[config.mk]
export PLATFORM = sky130hd
export DESIGN_NAME = pdr_bank
export DESIGN_NICKNAME = d
export VERILOG_FILES = /design/src/design/pdr_trig_sel.v /design/src/design/pdr_out_byte.v /design/src/design/pdr_bank.v
export VERILOG_INCLUDE_DIRS = /design/src /design/src/design
export SDC_FILE = /design/constraint.sdc
export NUM_CORES = 1
export LEC_CHECK = 0
export ABC_AREA = 1
export BUFFER_PORTS_ARGS = -buffer_cell sky130_fd_sc_hd__buf_4
export CORE_MARGIN = 8
export CORE_UTILIZATION = 30
export DETAILED_ROUTE_END_ITERATION = 16
export HOLD_SLACK_MARGIN = 0.15
export PLACE_DENSITY = 0.54
export RECOVER_POWER = 25
export SLEW_MARGIN = 20
export SYNTH_ARGS = -nofsm -noshare
export SYNTH_HDL_FRONTEND = slang
export SYNTH_SLANG_ARGS = --single-unit
[constraint.sdc]
create_clock -name REF_CLK -period 1.2 [get_ports REF_CLK]
set_input_delay 0.18 -clock REF_CLK [delete_from_list [all_inputs] [get_ports REF_CLK]]
set_output_delay 0.18 -clock REF_CLK [all_outputs]
set_load 0.02 [all_outputs]
[src/design/pdr_defines.vh]
// register offsets, field positions and reset values of the pulse data bank
`ifndef PDR_DEFINES_VH
`define PDR_DEFINES_VH
`define PDR_ADDR_W          4
`define PDR_OFS_OUT_HIGH    4'h0
`define PDR_OFS_OUT_LOW     4'h1
`define PDR_OFS_NXT_HIGH    4'h2
`define PDR_OFS_NXT_HIGH_LO 4'h3
`define PDR_OFS_NXT_LOW     4'h4
`define PDR_OFS_NXT_LOW_LO  4'h5
`define PDR_OFS_EN_HIGH     4'h6
`define PDR_OFS_EN_LOW      4'h7
`define PDR_OFS_TRIG_SEL    4'h8
`define PDR_DATA_RST        8'h00
`define PDR_EN_RST          8'h00
`define PDR_TRIG_SEL_RST    8'hff
`define PDR_NIB_FILL        4'hf
`define PDR_UNMAPPED_RD     8'h00
`define PDR_SEL_G3_HI       7
`define PDR_SEL_G3_LO       6
`define PDR_SEL_G2_HI       5
`define PDR_SEL_G2_LO       4
`define PDR_SEL_G1_HI       3
`define PDR_SEL_G1_LO       2
`define PDR_SEL_G0_HI       1
`define PDR_SEL_G0_LO       0
`endif

[src/design/pdr_trig_sel.v]
// picks one of four compare-match events as a group's output trigger
module pdr_trig_sel (
  input  wire [3:0] cmp_match,
  input  wire [1:0] sel,
  output wire       trig
);
  assign trig = cmp_match[sel];
endmodule

[src/design/pdr_out_byte.v]
// one output-data byte: trigger transfer under per-bit enables, cpu write
module pdr_out_byte (
  input  wire       clk,
  input  wire       srst,
  input  wire [7:0] enable,
  input  wire [7:0] next_data,
  input  wire       trig_hi,
  input  wire       trig_lo,
  input  wire       wr,
  input  wire [7:0] wdata,
  output reg  [7:0] data_r
);
`include "pdr_defines.vh"
  wire [7:0] data_nxt;

  genvar i;
  generate
    for (i = 0; i < 8; i = i + 1) begin : g_bit
      wire trig_b;
      assign trig_b = (i >= 4) ? trig_hi : trig_lo;
      // enabled bits ignore cpu writes and only follow the trigger, while
      // a disabled bit is never loaded from next data
      assign data_nxt[i] = !enable[i] ? (wr ? wdata[i] : data_r[i])
                         : trig_b ? next_data[i]
                         : data_r[i];
    end
  endgenerate

  // one register for the whole byte keeps a single driver per bit
  always @(posedge clk) begin
    if (srst) begin
      data_r <= `PDR_DATA_RST;
    end else begin
      data_r <= data_nxt;
    end
  end
endmodule

[src/design/pdr_bank.v]
// pulse output data and next data register bank with cpu port
//
// Implementation choices: the strobed register port and the register addresses.
`include "pdr_defines.vh"
////////////////////////////////////////////////////////////////////////////////
module pdr_bank (
  input  wire       REF_CLK,
  input  wire       SRST,
  input  wire [3:0] ADDR,
  input  wire [7:0] WDATA,
  input  wire       WR,
  input  wire       RD,
  output reg  [7:0] RDATA,
  input  wire [3:0] CMP_MATCH,
  output wire [7:0] PULSE_OUT_HIGH,
  output wire [7:0] PULSE_OUT_LOW
);
  reg  [7:0] next_data_high_r;
  reg  [7:0] next_data_low_r;
  reg  [7:0] next_enable_high_r;
  reg  [7:0] next_enable_low_r;
  reg  [7:0] trig_sel_r;
  reg  [7:0] rdata_nxt;
  wire [7:0] out_high;
  wire [7:0] out_low;
  wire [3:0] trig;
  wire       high_shared;
  wire       low_shared;
  // per-group trigger selections and triggers
  wire [1:0] sel_grp3;
  wire [1:0] sel_grp2;
  wire [1:0] sel_grp1;
  wire [1:0] sel_grp0;
  wire       trig_grp3;
  wire       trig_grp2;
  wire       trig_grp1;
  wire       trig_grp0;
  // decoded write strobes, one per register
  wire       wr_out_high;
  wire       wr_out_low;
  wire       wr_nxt_high;
  wire       wr_nxt_high_lo;
  wire       wr_nxt_low;
  wire       wr_nxt_low_lo;
  wire       wr_en_high;
  wire       wr_en_low;
  wire       wr_trig_sel;
  // next values of the cpu-side registers
  reg  [7:0] next_data_high_nxt;
  reg  [7:0] next_data_low_nxt;
  reg  [7:0] next_enable_high_nxt;
  reg  [7:0] next_enable_low_nxt;
  reg  [7:0] trig_sel_nxt;

  // write strobe of one register offset
  function hit;
    input [3:0] a;
    input [3:0] ofs;
    input       wr;
    begin
      hit = wr && (a == ofs);
    end
  endfunction

  // a pair of groups shares a trigger when both select the same channel
  function same_trig;
    input [1:0] sel_a;
    input [1:0] sel_b;
    begin
      same_trig = (sel_a == sel_b);
    end
  endfunction

  // next value of a next-data register under the byte or the nibble views;
  // wr_full and wr_low decode different offsets and never come together
  function [7:0] nxt_data_upd;
    input [7:0] cur;
    input [7:0] wdata;
    input       shared;
    input       wr_full;
    input       wr_low;
    begin
      nxt_data_upd = cur;
      if (wr_full) begin
        if (shared) begin
          nxt_data_upd = wdata;
        end else begin
          // upper nibble view: low positions are fill only
          nxt_data_upd[7:4] = wdata[7:4];
        end
      end
      // the lower nibble view exists only while the pair is split
      if (wr_low && !shared) begin
        nxt_data_upd[3:0] = wdata[3:0];
      end
    end
  endfunction

  ////////////////////////////////////////////////////////////////////////////
  // trigger selection per group
  genvar g;
  generate
    for (g = 0; g < 4; g = g + 1) begin : g_trig
      pdr_trig_sel u_sel (
        .cmp_match (CMP_MATCH),
        .sel       (trig_sel_r[2*g+1:2*g]),
        .trig      (trig[g])
      );
    end
  endgenerate

  // grp3 and grp2 drive the high byte, grp1 and grp0 the low byte
  assign sel_grp3  = trig_sel_r[`PDR_SEL_G3_HI:`PDR_SEL_G3_LO];
  assign sel_grp2  = trig_sel_r[`PDR_SEL_G2_HI:`PDR_SEL_G2_LO];
  assign sel_grp1  = trig_sel_r[`PDR_SEL_G1_HI:`PDR_SEL_G1_LO];
  assign sel_grp0  = trig_sel_r[`PDR_SEL_G0_HI:`PDR_SEL_G0_LO];
  assign trig_grp3 = trig[3];
  assign trig_grp2 = trig[2];
  assign trig_grp1 = trig[1];
  assign trig_grp0 = trig[0];

  // groups sharing a trigger see one full byte, otherwise two nibbles
  assign high_shared = same_trig(sel_grp3, sel_grp2);
  assign low_shared  = same_trig(sel_grp1, sel_grp0);

  ////////////////////////////////////////////////////////////////////////////
  // output data bytes
  pdr_out_byte u_out_high (
    .clk       (REF_CLK),
    .srst      (SRST),
    .enable    (next_enable_high_r),
    .next_data (next_data_high_r),
    .trig_hi   (trig_grp3),
    .trig_lo   (trig_grp2),
    .wr        (wr_out_high),
    .wdata     (WDATA),
    .data_r    (out_high)
  );
  pdr_out_byte u_out_low (
    .clk       (REF_CLK),
    .srst      (SRST),
    .enable    (next_enable_low_r),
    .next_data (next_data_low_r),
    .trig_hi   (trig_grp1),
    .trig_lo   (trig_grp0),
    .wr        (wr_out_low),
    .wdata     (WDATA),
    .data_r    (out_low)
  );
  // pins follow the output registers directly, with no extra stage
  assign PULSE_OUT_HIGH = out_high;
  assign PULSE_OUT_LOW  = out_low;

  ////////////////////////////////////////////////////////////////////////////
  // write strobe decode, one per register
  assign wr_out_high    = hit(ADDR, `PDR_OFS_OUT_HIGH, WR);
  assign wr_out_low     = hit(ADDR, `PDR_OFS_OUT_LOW, WR);
  assign wr_nxt_high    = hit(ADDR, `PDR_OFS_NXT_HIGH, WR);
  assign wr_nxt_high_lo = hit(ADDR, `PDR_OFS_NXT_HIGH_LO, WR);
  assign wr_nxt_low     = hit(ADDR, `PDR_OFS_NXT_LOW, WR);
  assign wr_nxt_low_lo  = hit(ADDR, `PDR_OFS_NXT_LOW_LO, WR);
  assign wr_en_high     = hit(ADDR, `PDR_OFS_EN_HIGH, WR);
  assign wr_en_low      = hit(ADDR, `PDR_OFS_EN_LOW, WR);
  assign wr_trig_sel    = hit(ADDR, `PDR_OFS_TRIG_SEL, WR);

  ////////////////////////////////////////////////////////////////////////////
  // next values; a write to a nibble offset in byte view changes nothing
  always @* begin
    next_data_high_nxt = nxt_data_upd(next_data_high_r, WDATA,
      high_shared, wr_nxt_high, wr_nxt_high_lo);
  end

  always @* begin
    next_data_low_nxt = nxt_data_upd(next_data_low_r, WDATA,
      low_shared, wr_nxt_low, wr_nxt_low_lo);
  end

  always @* begin
    next_enable_high_nxt = next_enable_high_r;
    if (wr_en_high) begin
      next_enable_high_nxt = WDATA;
    end
  end

  always @* begin
    next_enable_low_nxt = next_enable_low_r;
    if (wr_en_low) begin
      next_enable_low_nxt = WDATA;
    end
  end

  always @* begin
    trig_sel_nxt = trig_sel_r;
    if (wr_trig_sel) begin
      trig_sel_nxt = WDATA;
    end
  end

  ////////////////////////////////////////////////////////////////////////////
  // cpu-side registers; enables reset cleared, so every output bit starts
  // under cpu control and no trigger can disturb it before software is ready
  always @(posedge REF_CLK) begin
    if (SRST) begin
      next_data_high_r <= `PDR_DATA_RST;
    end else begin
      next_data_high_r <= next_data_high_nxt;
    end
  end

  always @(posedge REF_CLK) begin
    if (SRST) begin
      next_data_low_r <= `PDR_DATA_RST;
    end else begin
      next_data_low_r <= next_data_low_nxt;
    end
  end

  always @(posedge REF_CLK) begin
    if (SRST) begin
      next_enable_high_r <= `PDR_EN_RST;
    end else begin
      next_enable_high_r <= next_enable_high_nxt;
    end
  end

  always @(posedge REF_CLK) begin
    if (SRST) begin
      next_enable_low_r <= `PDR_EN_RST;
    end else begin
      next_enable_low_r <= next_enable_low_nxt;
    end
  end

  // all ones at reset: both pairs select channel 3 and start in byte view
  always @(posedge REF_CLK) begin
    if (SRST) begin
      trig_sel_r <= `PDR_TRIG_SEL_RST;
    end else begin
      trig_sel_r <= trig_sel_nxt;
    end
  end

  ////////////////////////////////////////////////////////////////////////////
  // read mux; nibble offsets read as unmapped while the byte view is active
  always @* begin
    rdata_nxt = `PDR_UNMAPPED_RD;
    case (ADDR)
      `PDR_OFS_OUT_HIGH: rdata_nxt = out_high;
      `PDR_OFS_OUT_LOW:  rdata_nxt = out_low;
      `PDR_OFS_NXT_HIGH: begin
        if (high_shared) begin
          rdata_nxt = next_data_high_r;
        end else begin
          rdata_nxt = {next_data_high_r[7:4], `PDR_NIB_FILL};
        end
      end
      `PDR_OFS_NXT_HIGH_LO: begin
        if (!high_shared) begin
          rdata_nxt = {`PDR_NIB_FILL, next_data_high_r[3:0]};
        end
      end
      `PDR_OFS_NXT_LOW: begin
        if (low_shared) begin
          rdata_nxt = next_data_low_r;
        end else begin
          rdata_nxt = {next_data_low_r[7:4], `PDR_NIB_FILL};
        end
      end
      `PDR_OFS_NXT_LOW_LO: begin
        if (!low_shared) begin
          rdata_nxt = {`PDR_NIB_FILL, next_data_low_r[3:0]};
        end
      end
      `PDR_OFS_EN_HIGH:  rdata_nxt = next_enable_high_r;
      `PDR_OFS_EN_LOW:   rdata_nxt = next_enable_low_r;
      `PDR_OFS_TRIG_SEL: rdata_nxt = trig_sel_r;
      default:           rdata_nxt = `PDR_UNMAPPED_RD;
    endcase
  end

  // read data hold their value until the next read strobe
  always @(posedge REF_CLK) begin
    if (SRST) begin
      RDATA <= `PDR_UNMAPPED_RD;
    end else if (RD) begin
      RDATA <= rdata_nxt;
    end
  end
endmodule

Word-level counts from Yosys, hierarchy flattened
Cells that the tools add are included.
{ "classes": {"n_lt_le_gt_ge": 4, "eq_ne": 26, "mux": 67, "reduce_logical": 52} }
{ "op_table": {"columns": ["operator", "n"], "rows": [
  ["$pmux W8 S9", 1],
  ["$mux W1", 52],
  ["$reduce_bool A2 Y1", 20],
  ["$reduce_and A2 Y1", 18],
  ["$mux W4", 8],
  ["$ne A2 B1 Y1 const B", 16],
  ["$eq A4 B3 Y1 const B", 4],
  ["$mux W8", 2],
  ["$lt A2 B3 Y1 const B", 4],
  ["$logic_and A1 B1 Y1", 11],
  ["$bmux W1 S2", 4],
  ["$eq A4 B2 Y1 const B", 2],
  ["$eq A2 B2 Y1", 2],
  ["$eq A4 B1 Y1 const B", 1],
  ["$eq A4 B4 Y1 const B", 1],
  ["$logic_not A4 Y1", 1],
  ["$logic_not A1 Y1", 2]
]} }
{ "word_totals": {"reg_bits": 64, "input_bits": 20, "output_inout_bits": 24, "wordCells": 173} }

Depth between registers and ports, before layout
Gate-level depths: netlist of the first run.
{ "logic_depth": {"word_depth": 5, "mapped_depth": 10, "mapped_depth_nobuf": 10} }

Hierarchy
Synthesis of the first run repeated with hierarchy kept, for this count alone.
{ "hier_totals": {"hier_cells": 676, "hier_area_um2": 3958.8} }
{ "by_module_without_submodules": {"columns": ["mod", "instances", "cells_each", "area_each_um2", "seq_area_each_um2"], "rows": [
  ["pdr_bank", 1, 374, 2414.8, 960.9],
  ["pdr_out_byte", 2, 125, 669.4, 160.2],
  ["pdr_trig_sel", 4, 13, 51.3, 0.0]
]} }

Least setup slack after synthesis of the first run
No wires, ideal clock.
{ "synth_timing": {"path_type": "register to register", "startpoint": "register trig_sel_r[2]", "endpoint": "register next_data_low_r[0]", "setup_ns": 0.070, "arrival_ns": 1.255, "required_ns": 1.130, "setup_slack_ns": -0.124, "stages_incl_launch_ff": 9, "path_buffers": 0, "period_less_slack_ns": 1.324, "cell_sequence": "dfxtp_1 > inv_1 > nand2_1 > nand2_1 > nand2_1 > nand3_1 > o21ai_4 > o21ai_0 > a21oi_1"} }
{ "synth_via": {"elab_chain_cells": 5, "elab_cells_between_ends": 7, "cone_classes": "1 x eq/ne; 1 x mux; 5 x reduce/logical"} }
{ "synth_lines": {"columns": ["item", "line_no", "rtl"], "rows": [
  ["start, declared", "pdr_bank.v:22", "reg [7:0] trig_sel_r;"],
  ["start signal, assigned", "pdr_bank.v:237", "trig_sel_r <= `PDR_TRIG_SEL_RST;"],
  ["start signal, assigned", "pdr_bank.v:239", "trig_sel_r <= trig_sel_nxt;"],
  ["$eq A2 B2 Y1 *", "pdr_bank.v:70", "same_trig = (sel_a == sel_b);"],
  ["$logic_not A1 Y1", null, null],
  ["$logic_and A1 B1 Y1", "pdr_bank.v:93", "if (wr_low && !shared) begin"],
  ["$reduce_bool A2 Y1 (no line)", null, null],
  ["$reduce_and A2 Y1 (no line)", null, null],
  ["end signal, assigned", "pdr_bank.v:212", "next_data_low_r <= `PDR_DATA_RST;"],
  ["end signal, assigned", "pdr_bank.v:214", "next_data_low_r <= next_data_low_nxt;"],
  ["end, declared", "pdr_bank.v:19", "reg [7:0] next_data_low_r;"]
]} }
Every way passes the cells marked *; elsewhere a longest branch is shown, timed or not.
A chain may end at the register's enable or synchronous reset.

Worst setup path in the final report of the first run
{ "layout_timing": {"startpoint": "register trig_sel_r[6]", "endpoint": "register next_data_high_r[1]"} }
{ "layout_via": {"elab_chain_cells": 5, "elab_cells_between_ends": 7, "cone_classes": "1 x eq/ne; 1 x mux; 5 x reduce/logical"} }
{ "layout_lines": {"columns": ["item", "line_no", "rtl"], "rows": [
  ["$eq A2 B2 Y1 *", "pdr_bank.v:70", null],
  ["$logic_not A1 Y1", null, null],
  ["$logic_and A1 B1 Y1", "pdr_bank.v:93", null],
  ["$reduce_bool A2 Y1 (no line)", null, null],
  ["$reduce_and A2 Y1 (no line)", null, null],
  ["end signal, assigned", "pdr_bank.v:204", "next_data_high_r <= `PDR_DATA_RST;"],
  ["end signal, assigned", "pdr_bank.v:206", "next_data_high_r <= next_data_high_nxt;"],
  ["end, declared", "pdr_bank.v:18", "reg [7:0] next_data_high_r;"]
]} }
Marks and branches as above.

==> results of run 1 <==
Yosys cell counts:
master | count | area [um^2]
clkbuf_1 | 8 | 30.0
dfxtp_1 | 64 | 1280
o21ai_0 | 71 | 355
a31oi_1 | 7 | 43.8
buf_2 | 1 | 5.00
o211a_1 | 3 | 30.0
buf_4 | 1 | 7.51
nand2_1 | 157 | 589
o21ai_4 | 2 | 32.5
nand2_4 | 2 | 22.5
inv_1 | 52 | 195
nand3_1 | 51 | 255
nor2_8 | 1 | 20.0
inv_2 | 4 | 15.0
nor2_2 | 5 | 31.3
nor2_1 | 23 | 86.3
o21ai_1 | 2 | 10.0
nand2_2 | 2 | 12.5
o211ai_1 | 8 | 60.1
a21oi_1 | 45 | 225
nor3_4 | 1 | 16.3
nor2_4 | 7 | 78.8
worst max-delay path by stage:
stage,to,from,cells after the start
3_3_place_gp,RDATA[4]$_SDFFE_PP0P_,ADDR[2],10
5_1_grt,next_data_high_r[0]$_SDFFE_PP0P_,trig_sel_r[6]$_SDFFE_PP1P_,8
4_1_cts,next_data_high_r[1]$_SDFFE_PP0P_,trig_sel_r[7]$_SDFFE_PP1P_,8
6_report,next_data_high_r[1]$_SDFFE_PP0P_,trig_sel_r[6]$_SDFFE_PP1P_,8
3_5_place_dp,u_out_high.data_r[5]$_SDFFE_PP0P_,ADDR[3],9
2_1_floorplan,u_out_high.data_r[5]$_SDFFE_PP0P_,ADDR[0],7
worst register-to-register path, stage by stage, from the launching register on:
cell     delay (ns)
dfxtp_2        0.33
inv_2          0.07
nand2_2        0.05
nand2_2        0.07
nand2_4        0.08
buf_6          0.13
o21ai_4        0.23
o21ai_1        0.12
a21oi_1        0.13
cell families (layout without fill, tap and decap cells):
kind of cell	count (synthesis)	count (layout)	share of synthesized area [%]
buffers and inverters	66	172	7.43
DFF	64	64	37.6
AOI/OAI and AO/OA	138	138	22.2
and+or+nand+nor	249	249	32.7
cells in the final DEF (no fill, tap or decap), types with 9 or more instances in the layout:
cell / n
a21oi_1: 40
buf_4: 74
clkbuf_1: 13
clkbuf_16: 9
dfxtp_1: 56
inv_1: 43
inv_2: 10
nand2_1: 127
nand2_2: 20
nand2_4: 13
nand3_1: 34
nand3_2: 17
nor2_1: 23
o21ai_0: 51
o21ai_1: 10
o21ai_2: 12
final cells by class:
| class | count | area [um^2] | area share (%) |
|---|---|---|---|
| multi-input cells | 387 | 2150 | 43.8 |
| clock inverters | 4 | 45.0 | 0.916 |
| repair buffers | 100 | 790 | 16.0 |
| well taps | 143 | 179 | 3.64 |
| clock buffers | 12 | 236 | 4.81 |
| flip-flops and latches | 64 | 1300 | 26.4 |
| inverters | 56 | 218 | 4.43 |
state kept, by name, indices dropped and copies added (netlist names):
register / flops
trig_sel_r: 8
RDATA: 8
next_enable_high_r: 8
next_data_high_r: 8
next_enable_low_r: 8
u_out_low.data_r: 8
next_data_low_r: 8
u_out_high.data_r: 8
metal layers:
| layer | GRT usage (%) | vias to the layer above | share of wire (%) |
|---|---|---|---|
| li1 | - | 1925 | - |
| met1 | 20.8 | 1727 | 45 |
| met3 | 4.32 | 24 | 6.4 |
| met5 | 0 | - | 0 |
| met2 | 25.5 | 82 | 45 |
| met4 | 7.08 | 0 | 2.7 |
report_power, final:
part | internal [mW] | total (mW) | switching [mW] | leakage, nW
Clock | 1.60 | 2.52 | 0.923 | 0.140
Combinational | 0.287 | 0.732 | 0.445 | 1.57
Sequential | 2.18 | 2.23 | 0.0509 | 0.516
Total | 4.06 | 5.48 | 1.42 | 2.22
stage by stage:
step,util (%),cell area (um^2)
after global routing,43.8,4920
after global placement,37.8,4240
after CTS,42.1,4730
final,43.8,4920
after detailed placement,37.8,4240
after floorplan,-,3410
timing repair:
item,4_1_cts,5_1_grt
gates resized for setup,66,56
setup buffers,1,4
gates cloned,0,0
hold endpoints to repair,19,0
pin swaps,16,24
hold buffers,8,0
endpoints found under the setup margin,32,32
==> impl_results.md, run 1 <==
- Outcome: complete, but fails checks
- Failing checks: negative setup slack
- Hold Path End: trig_sel_r[7]$_SDFFE_PP1P_
- Clk slew on worst S/H paths: 0.05 ns
- R2r worst-path depth: 8
- Vias/cell: slightly below 5
- Synthesized Nets: 537
- Rows: 39
- Yosys cell types: 22
- Die width: around 120 um
- GP Congestion: about 0.85
- Initial antenna violation count: 0
- Final Max Slew Viols: 0
- Clock sink count: 64
- TritonCTS buffer count: 9
- Fill count: between 1000 and 1500
- DR pass1 iterations: 4
- Final worst setup slack: -0.0845 ns
- CP Data Required Time: about 1.5 ns
- Dpl ws: -0.252 ns
- Core area: between 10000 and 15000 um^2
- Most used cell, CP: nand2_2
- Clk_lat worst skew: between 0.3 and 0.4 ns
- GRT Overall Usage: 16.3%
- Highest clock rate: 778 MHz
- Hold Crit Depth: 3
- CP Launch Type: register
- Avg Inst Size Synth: roughly 6.6 um^2
- Minimum clock period: 1.28 ns
- # diodes: 0
- Wire per inst: roughly 16 um
- IO Port Bufs: 43
- CTS tree: done
- Final setup viols: 13
- Register area share after synthesis: ~38%
- # IOs: 44
- Unrepaired setup endpoints after global routing: yes
- Pin count of the biggest net entering global routing: 53
- Cell Count Post-Placement: 737
- Grt ovf: 0
- Synth Instances: between 500 and 600
- Worst r2r src: trig_sel_r[6]$_SDFFE_PP1P_
- Slew headroom: a little over three fifths
- Worst Path Buf+Inv: 2
- Setup slack, reg-to-reg: -0.08 ns
- Yosys reg bits: between 60 and 70
- Die area: 15000 um^2
- Layout cells sized above 1: about a third
- CP peak stage delay: approximately 0.33 ns
- Layout area overhead: 44.6%
- Clock Skew: between 0.003 and 0.004 ns
- Reg2reg end: next_data_high_r[1]$_SDFFE_PP0P_
- WS Path Type: reg2reg
- DRC: 0
- Total power: ~5.5 mW
- Hold Path Class: in2reg
- Vias in the first global route: roughly 3700
- Ys Warns: 0
- Initial Util: a little over 30%
- Worst Path Max Fanout: 8
- Non-filler instance count after layout: between 700 and 800
- Final wirelength: between 10 and 15 mm
- Vias: roughly 3800
- CTS root buffer: clkbuf_16
- Hold_sp: WDATA[7]
- Critical path's slowest cell: dfxtp_2
- Post-Syn Area: around 3400 um^2
- PD cells: around 1100 nW/um^2
- Maximum root-to-sink buffer count: 2
- First-pass GRT wire length: between 15 and 20 mm
- Hold Slack: approximately 0.16 ns
- CP top delay family: compound AO/OA/AOI/OAI gates
- Total Neg Setup Slack: -0.504 ns
- Final net count: roughly 640
- Peak VDD IR: a little over 600 uV
- Cells along the critical path: inv_2, nand2_2, nand2_2, nand2_4, buf_6, o21ai_4, o21ai_1, a21oi_1
- CTS H-tree lvls: 3
- MaxCap Viol Count: 0
- Die height: around 120 um
- Final Hold Fails: 0
- Hpwl dp: ~8.9 mm
- Initial DRC Count: between 200 and 300
- Leakage: between 2 and 2.5 nW
- Crit end category: register
- Arr. time, crit path: between 1.5 and 2 ns
- Fin crit share: 107%
- Remaining antenna violation count: 0
- Slew @ Worst Pin: 0.551 ns
Power figures use the tool's default switching activity.
==> inputs of run 2 (changes only) <==
--- a/config.mk
+++ b/config.mk
@@ -12,8 +12,8 @@
 export CORE_UTILIZATION = 30
 export DETAILED_ROUTE_END_ITERATION = 16
 export HOLD_SLACK_MARGIN = 0.15
-export PLACE_DENSITY = 0.54
 export RECOVER_POWER = 25
+export SETUP_SLACK_MARGIN = 0.1
 export SLEW_MARGIN = 20
 export SYNTH_ARGS = -nofsm -noshare
 export SYNTH_HDL_FRONTEND = slang
==> run 2 against run 1 <==
Effect of this change:
- the flow still finishes with violations (negative setup slack)
- cell area grew 5.7%
- sequential cell count unchanged
- combinational power up 8.6%
- critical path type unchanged
- largest cell class unchanged
==> impl_results.md, run 2 (synthesis gave the netlist of run 1 again) <==
- Rows: 39
- IO Port Bufs: 43
- Peak VDD IR: a little under 500 uV
- Die width: about 120 um
- Most frequent cells in the layout: 125 x nand2_1, 82 x buf_4, 52 x dfxtp_1
- Pin count of the biggest net entering global routing: 53
- Initial DRC Count: approximately 250
- WS Path Type: reg2reg
- Core area: around 11000 um^2
- Clock Skew: approximately 0.0062 ns
- Hold Path Class: in2reg
- GP Congestion: roughly 0.93
- Hold_sp: SRST
- Wire per inst: 15.7 um
- Layout cells sized above 1: a little over a third
- Crit end category: register
- Clk slew on worst S/H paths: ~0.06 ns
- Crit path from: trig_sel_r[6]$_SDFFE_PP1P_
- Final wirelength: 12.2 mm
- CP Data Required Time: ~1.5 ns
- Layout area overhead: 52.8%
- Vias/cell: 5.05
- Fin crit share: 107%
- Die area: ~15000 um^2
- Remaining antenna violation count: 0
- Vias: 3918
- Final setup viols: 23
- Slew @ Worst Pin: 0.531 ns
- CTS root buffer: clkbuf_16
- Arr. time, crit path: around 1.6 ns
- Dpl ws: -0.250 ns
- TritonCTS buffer count: 9
- Cell Count Post-Placement: roughly 740
- MaxCap Viol Count: 0
- Minimum clock period: between 1 and 1.5 ns
- Failing checks: negative setup slack
- Grt ovf: 0
- Clk_lat worst skew: approximately 0.34 ns
- Final Max Slew Viols: 0
- Vias in the first global route: between 3000 and 4000
- Outcome: complete, but fails checks
- CTS tree: done
- Final Hold Fails: 0
- Final worst setup slack: -0.0849 ns
- Non-filler instance count after layout: roughly 780
- PD cells: roughly 1100 nW/um^2
- DR pass1 iterations: 5
- DRC: 0
- Fill count: between 1000 and 1500
- R2r worst-path depth: 8
- Initial Util: 30.3%
- Post-Route Utilization: 46.3%
- Unrepaired setup endpoints after global routing: yes
- Highest clock rate: between 700 and 800 MHz
- GRT Overall Usage: between 15 and 20%
- Worst r2r src: trig_sel_r[6]$_SDFFE_PP1P_
- Most common cell after layout, fill and taps aside: nand2_1
- Hpwl dp: 8.97 mm
- Initial antenna violation count: 0
- Hold Crit Depth: 4
- Leakage: roughly 2.4 nW
- Fin area: 5200 um^2
- Placed Area: between 4000 and 5000 um^2
- # IOs: 44
- CTS H-tree lvls: 3
- Die height: 123 um
- Maximum root-to-sink buffer count: 2
- Clock sink count: 64
- CP Launch Type: register
- First-pass GRT wire length: roughly 19 mm
- # diodes: 0
- Slew headroom: roughly 64%
- Worst Path Max Fanout: 8
- Final net count: around 650
[run 2: changes by cell type in the layout (fill, tap and decap cells not counted), moves of 3 or more]
cell | before | now
buf_4 | 74 | 82
clkbuf_1 | 13 | 8
dfxtp_1 | 56 | 52
dfxtp_2 | 5 | 8
inv_1 | 43 | 39
inv_4 | 3 | 6
nand2_8 | 1 | 4
nand3_1 | 34 | 29
nand3_2 | 17 | 20
o21ai_4 | 2 | 6
[run 2: timing repair]
action	CTS	global route
hold buffers	10	0
setup buffers	5	7
pin swaps	30	22
resized for setup	83	43
endpoints found under the setup margin	32	37
hold endpoints to repair	20	0
[run 2: power breakdown]
group,leakage (nW),internal (mW),switching [mW]
sequential,0.518,2.18,0.0518
combinational,1.70,0.318,0.477
clock,0.152,1.65,0.928
total,2.37,4.15,1.46
[run 2: layer usage]
metal	GRT usage [%]	share of wire, %	up-vias	routed length [um]
met5	0	0	-	0
met4	6.47	1.8	0	220
met3	3.36	5.3	15	640
met2	27.4	49	98	5950
met1	20.6	44	1863	5380
li1	-	-	1942	-
[run 2: final cells by class]
| class | count | area (um^2) | area share (%) |
|---|---|---|---|
| repair buffers | 110 | 893 | 17.2 |
| inverters | 56 | 225 | 4.33 |
| clock inverters | 6 | 58.8 | 1.13 |
| clock buffers | 10 | 239 | 4.60 |
| well taps | 143 | 179 | 3.44 |
| flip-flops and latches | 64 | 1310 | 25.1 |
| multi-input cells | 387 | 2300 | 44.2 |
[run 2: worst max-delay path, stage by stage (launching register included)]
cell and delay [ns]:
dfxtp_2 0.33, inv_2 0.09, nand2_2 0.06, nand2_2 0.07, nand2_4 0.08, buf_6 0.13
o21ai_4 0.21, o21ai_1 0.11, a21oi_1 0.13
[run 2: final timing paths]
| kind | endpoint | slack (ns) |
|---|---|---|
| hold / removal | trig_sel_r[7]$_SDFFE_PP1P_ | 0.29 |
| setup / recovery | next_data_high_r[0]$_SDFFE_PP0P_ | -0.08 |
| setup reg to reg | next_data_high_r[0]$_SDFFE_PP0P_ | -0.08 |
| hold reg to reg | RDATA[7]$_SDFFE_PP0P_ | 0.47 |
[run 2: through the flow]
stage,power [mW],hold WS (ns),TNS [ns]
after detailed placement,2.93,0.458,-6.99
after global routing,5.81,0.310,-2.68
after global placement,2.92,0.456,-5.99
final,5.60,0.293,-0.779
after CTS,5.61,0.301,-0.420
after floorplan,2.60,0.249,0
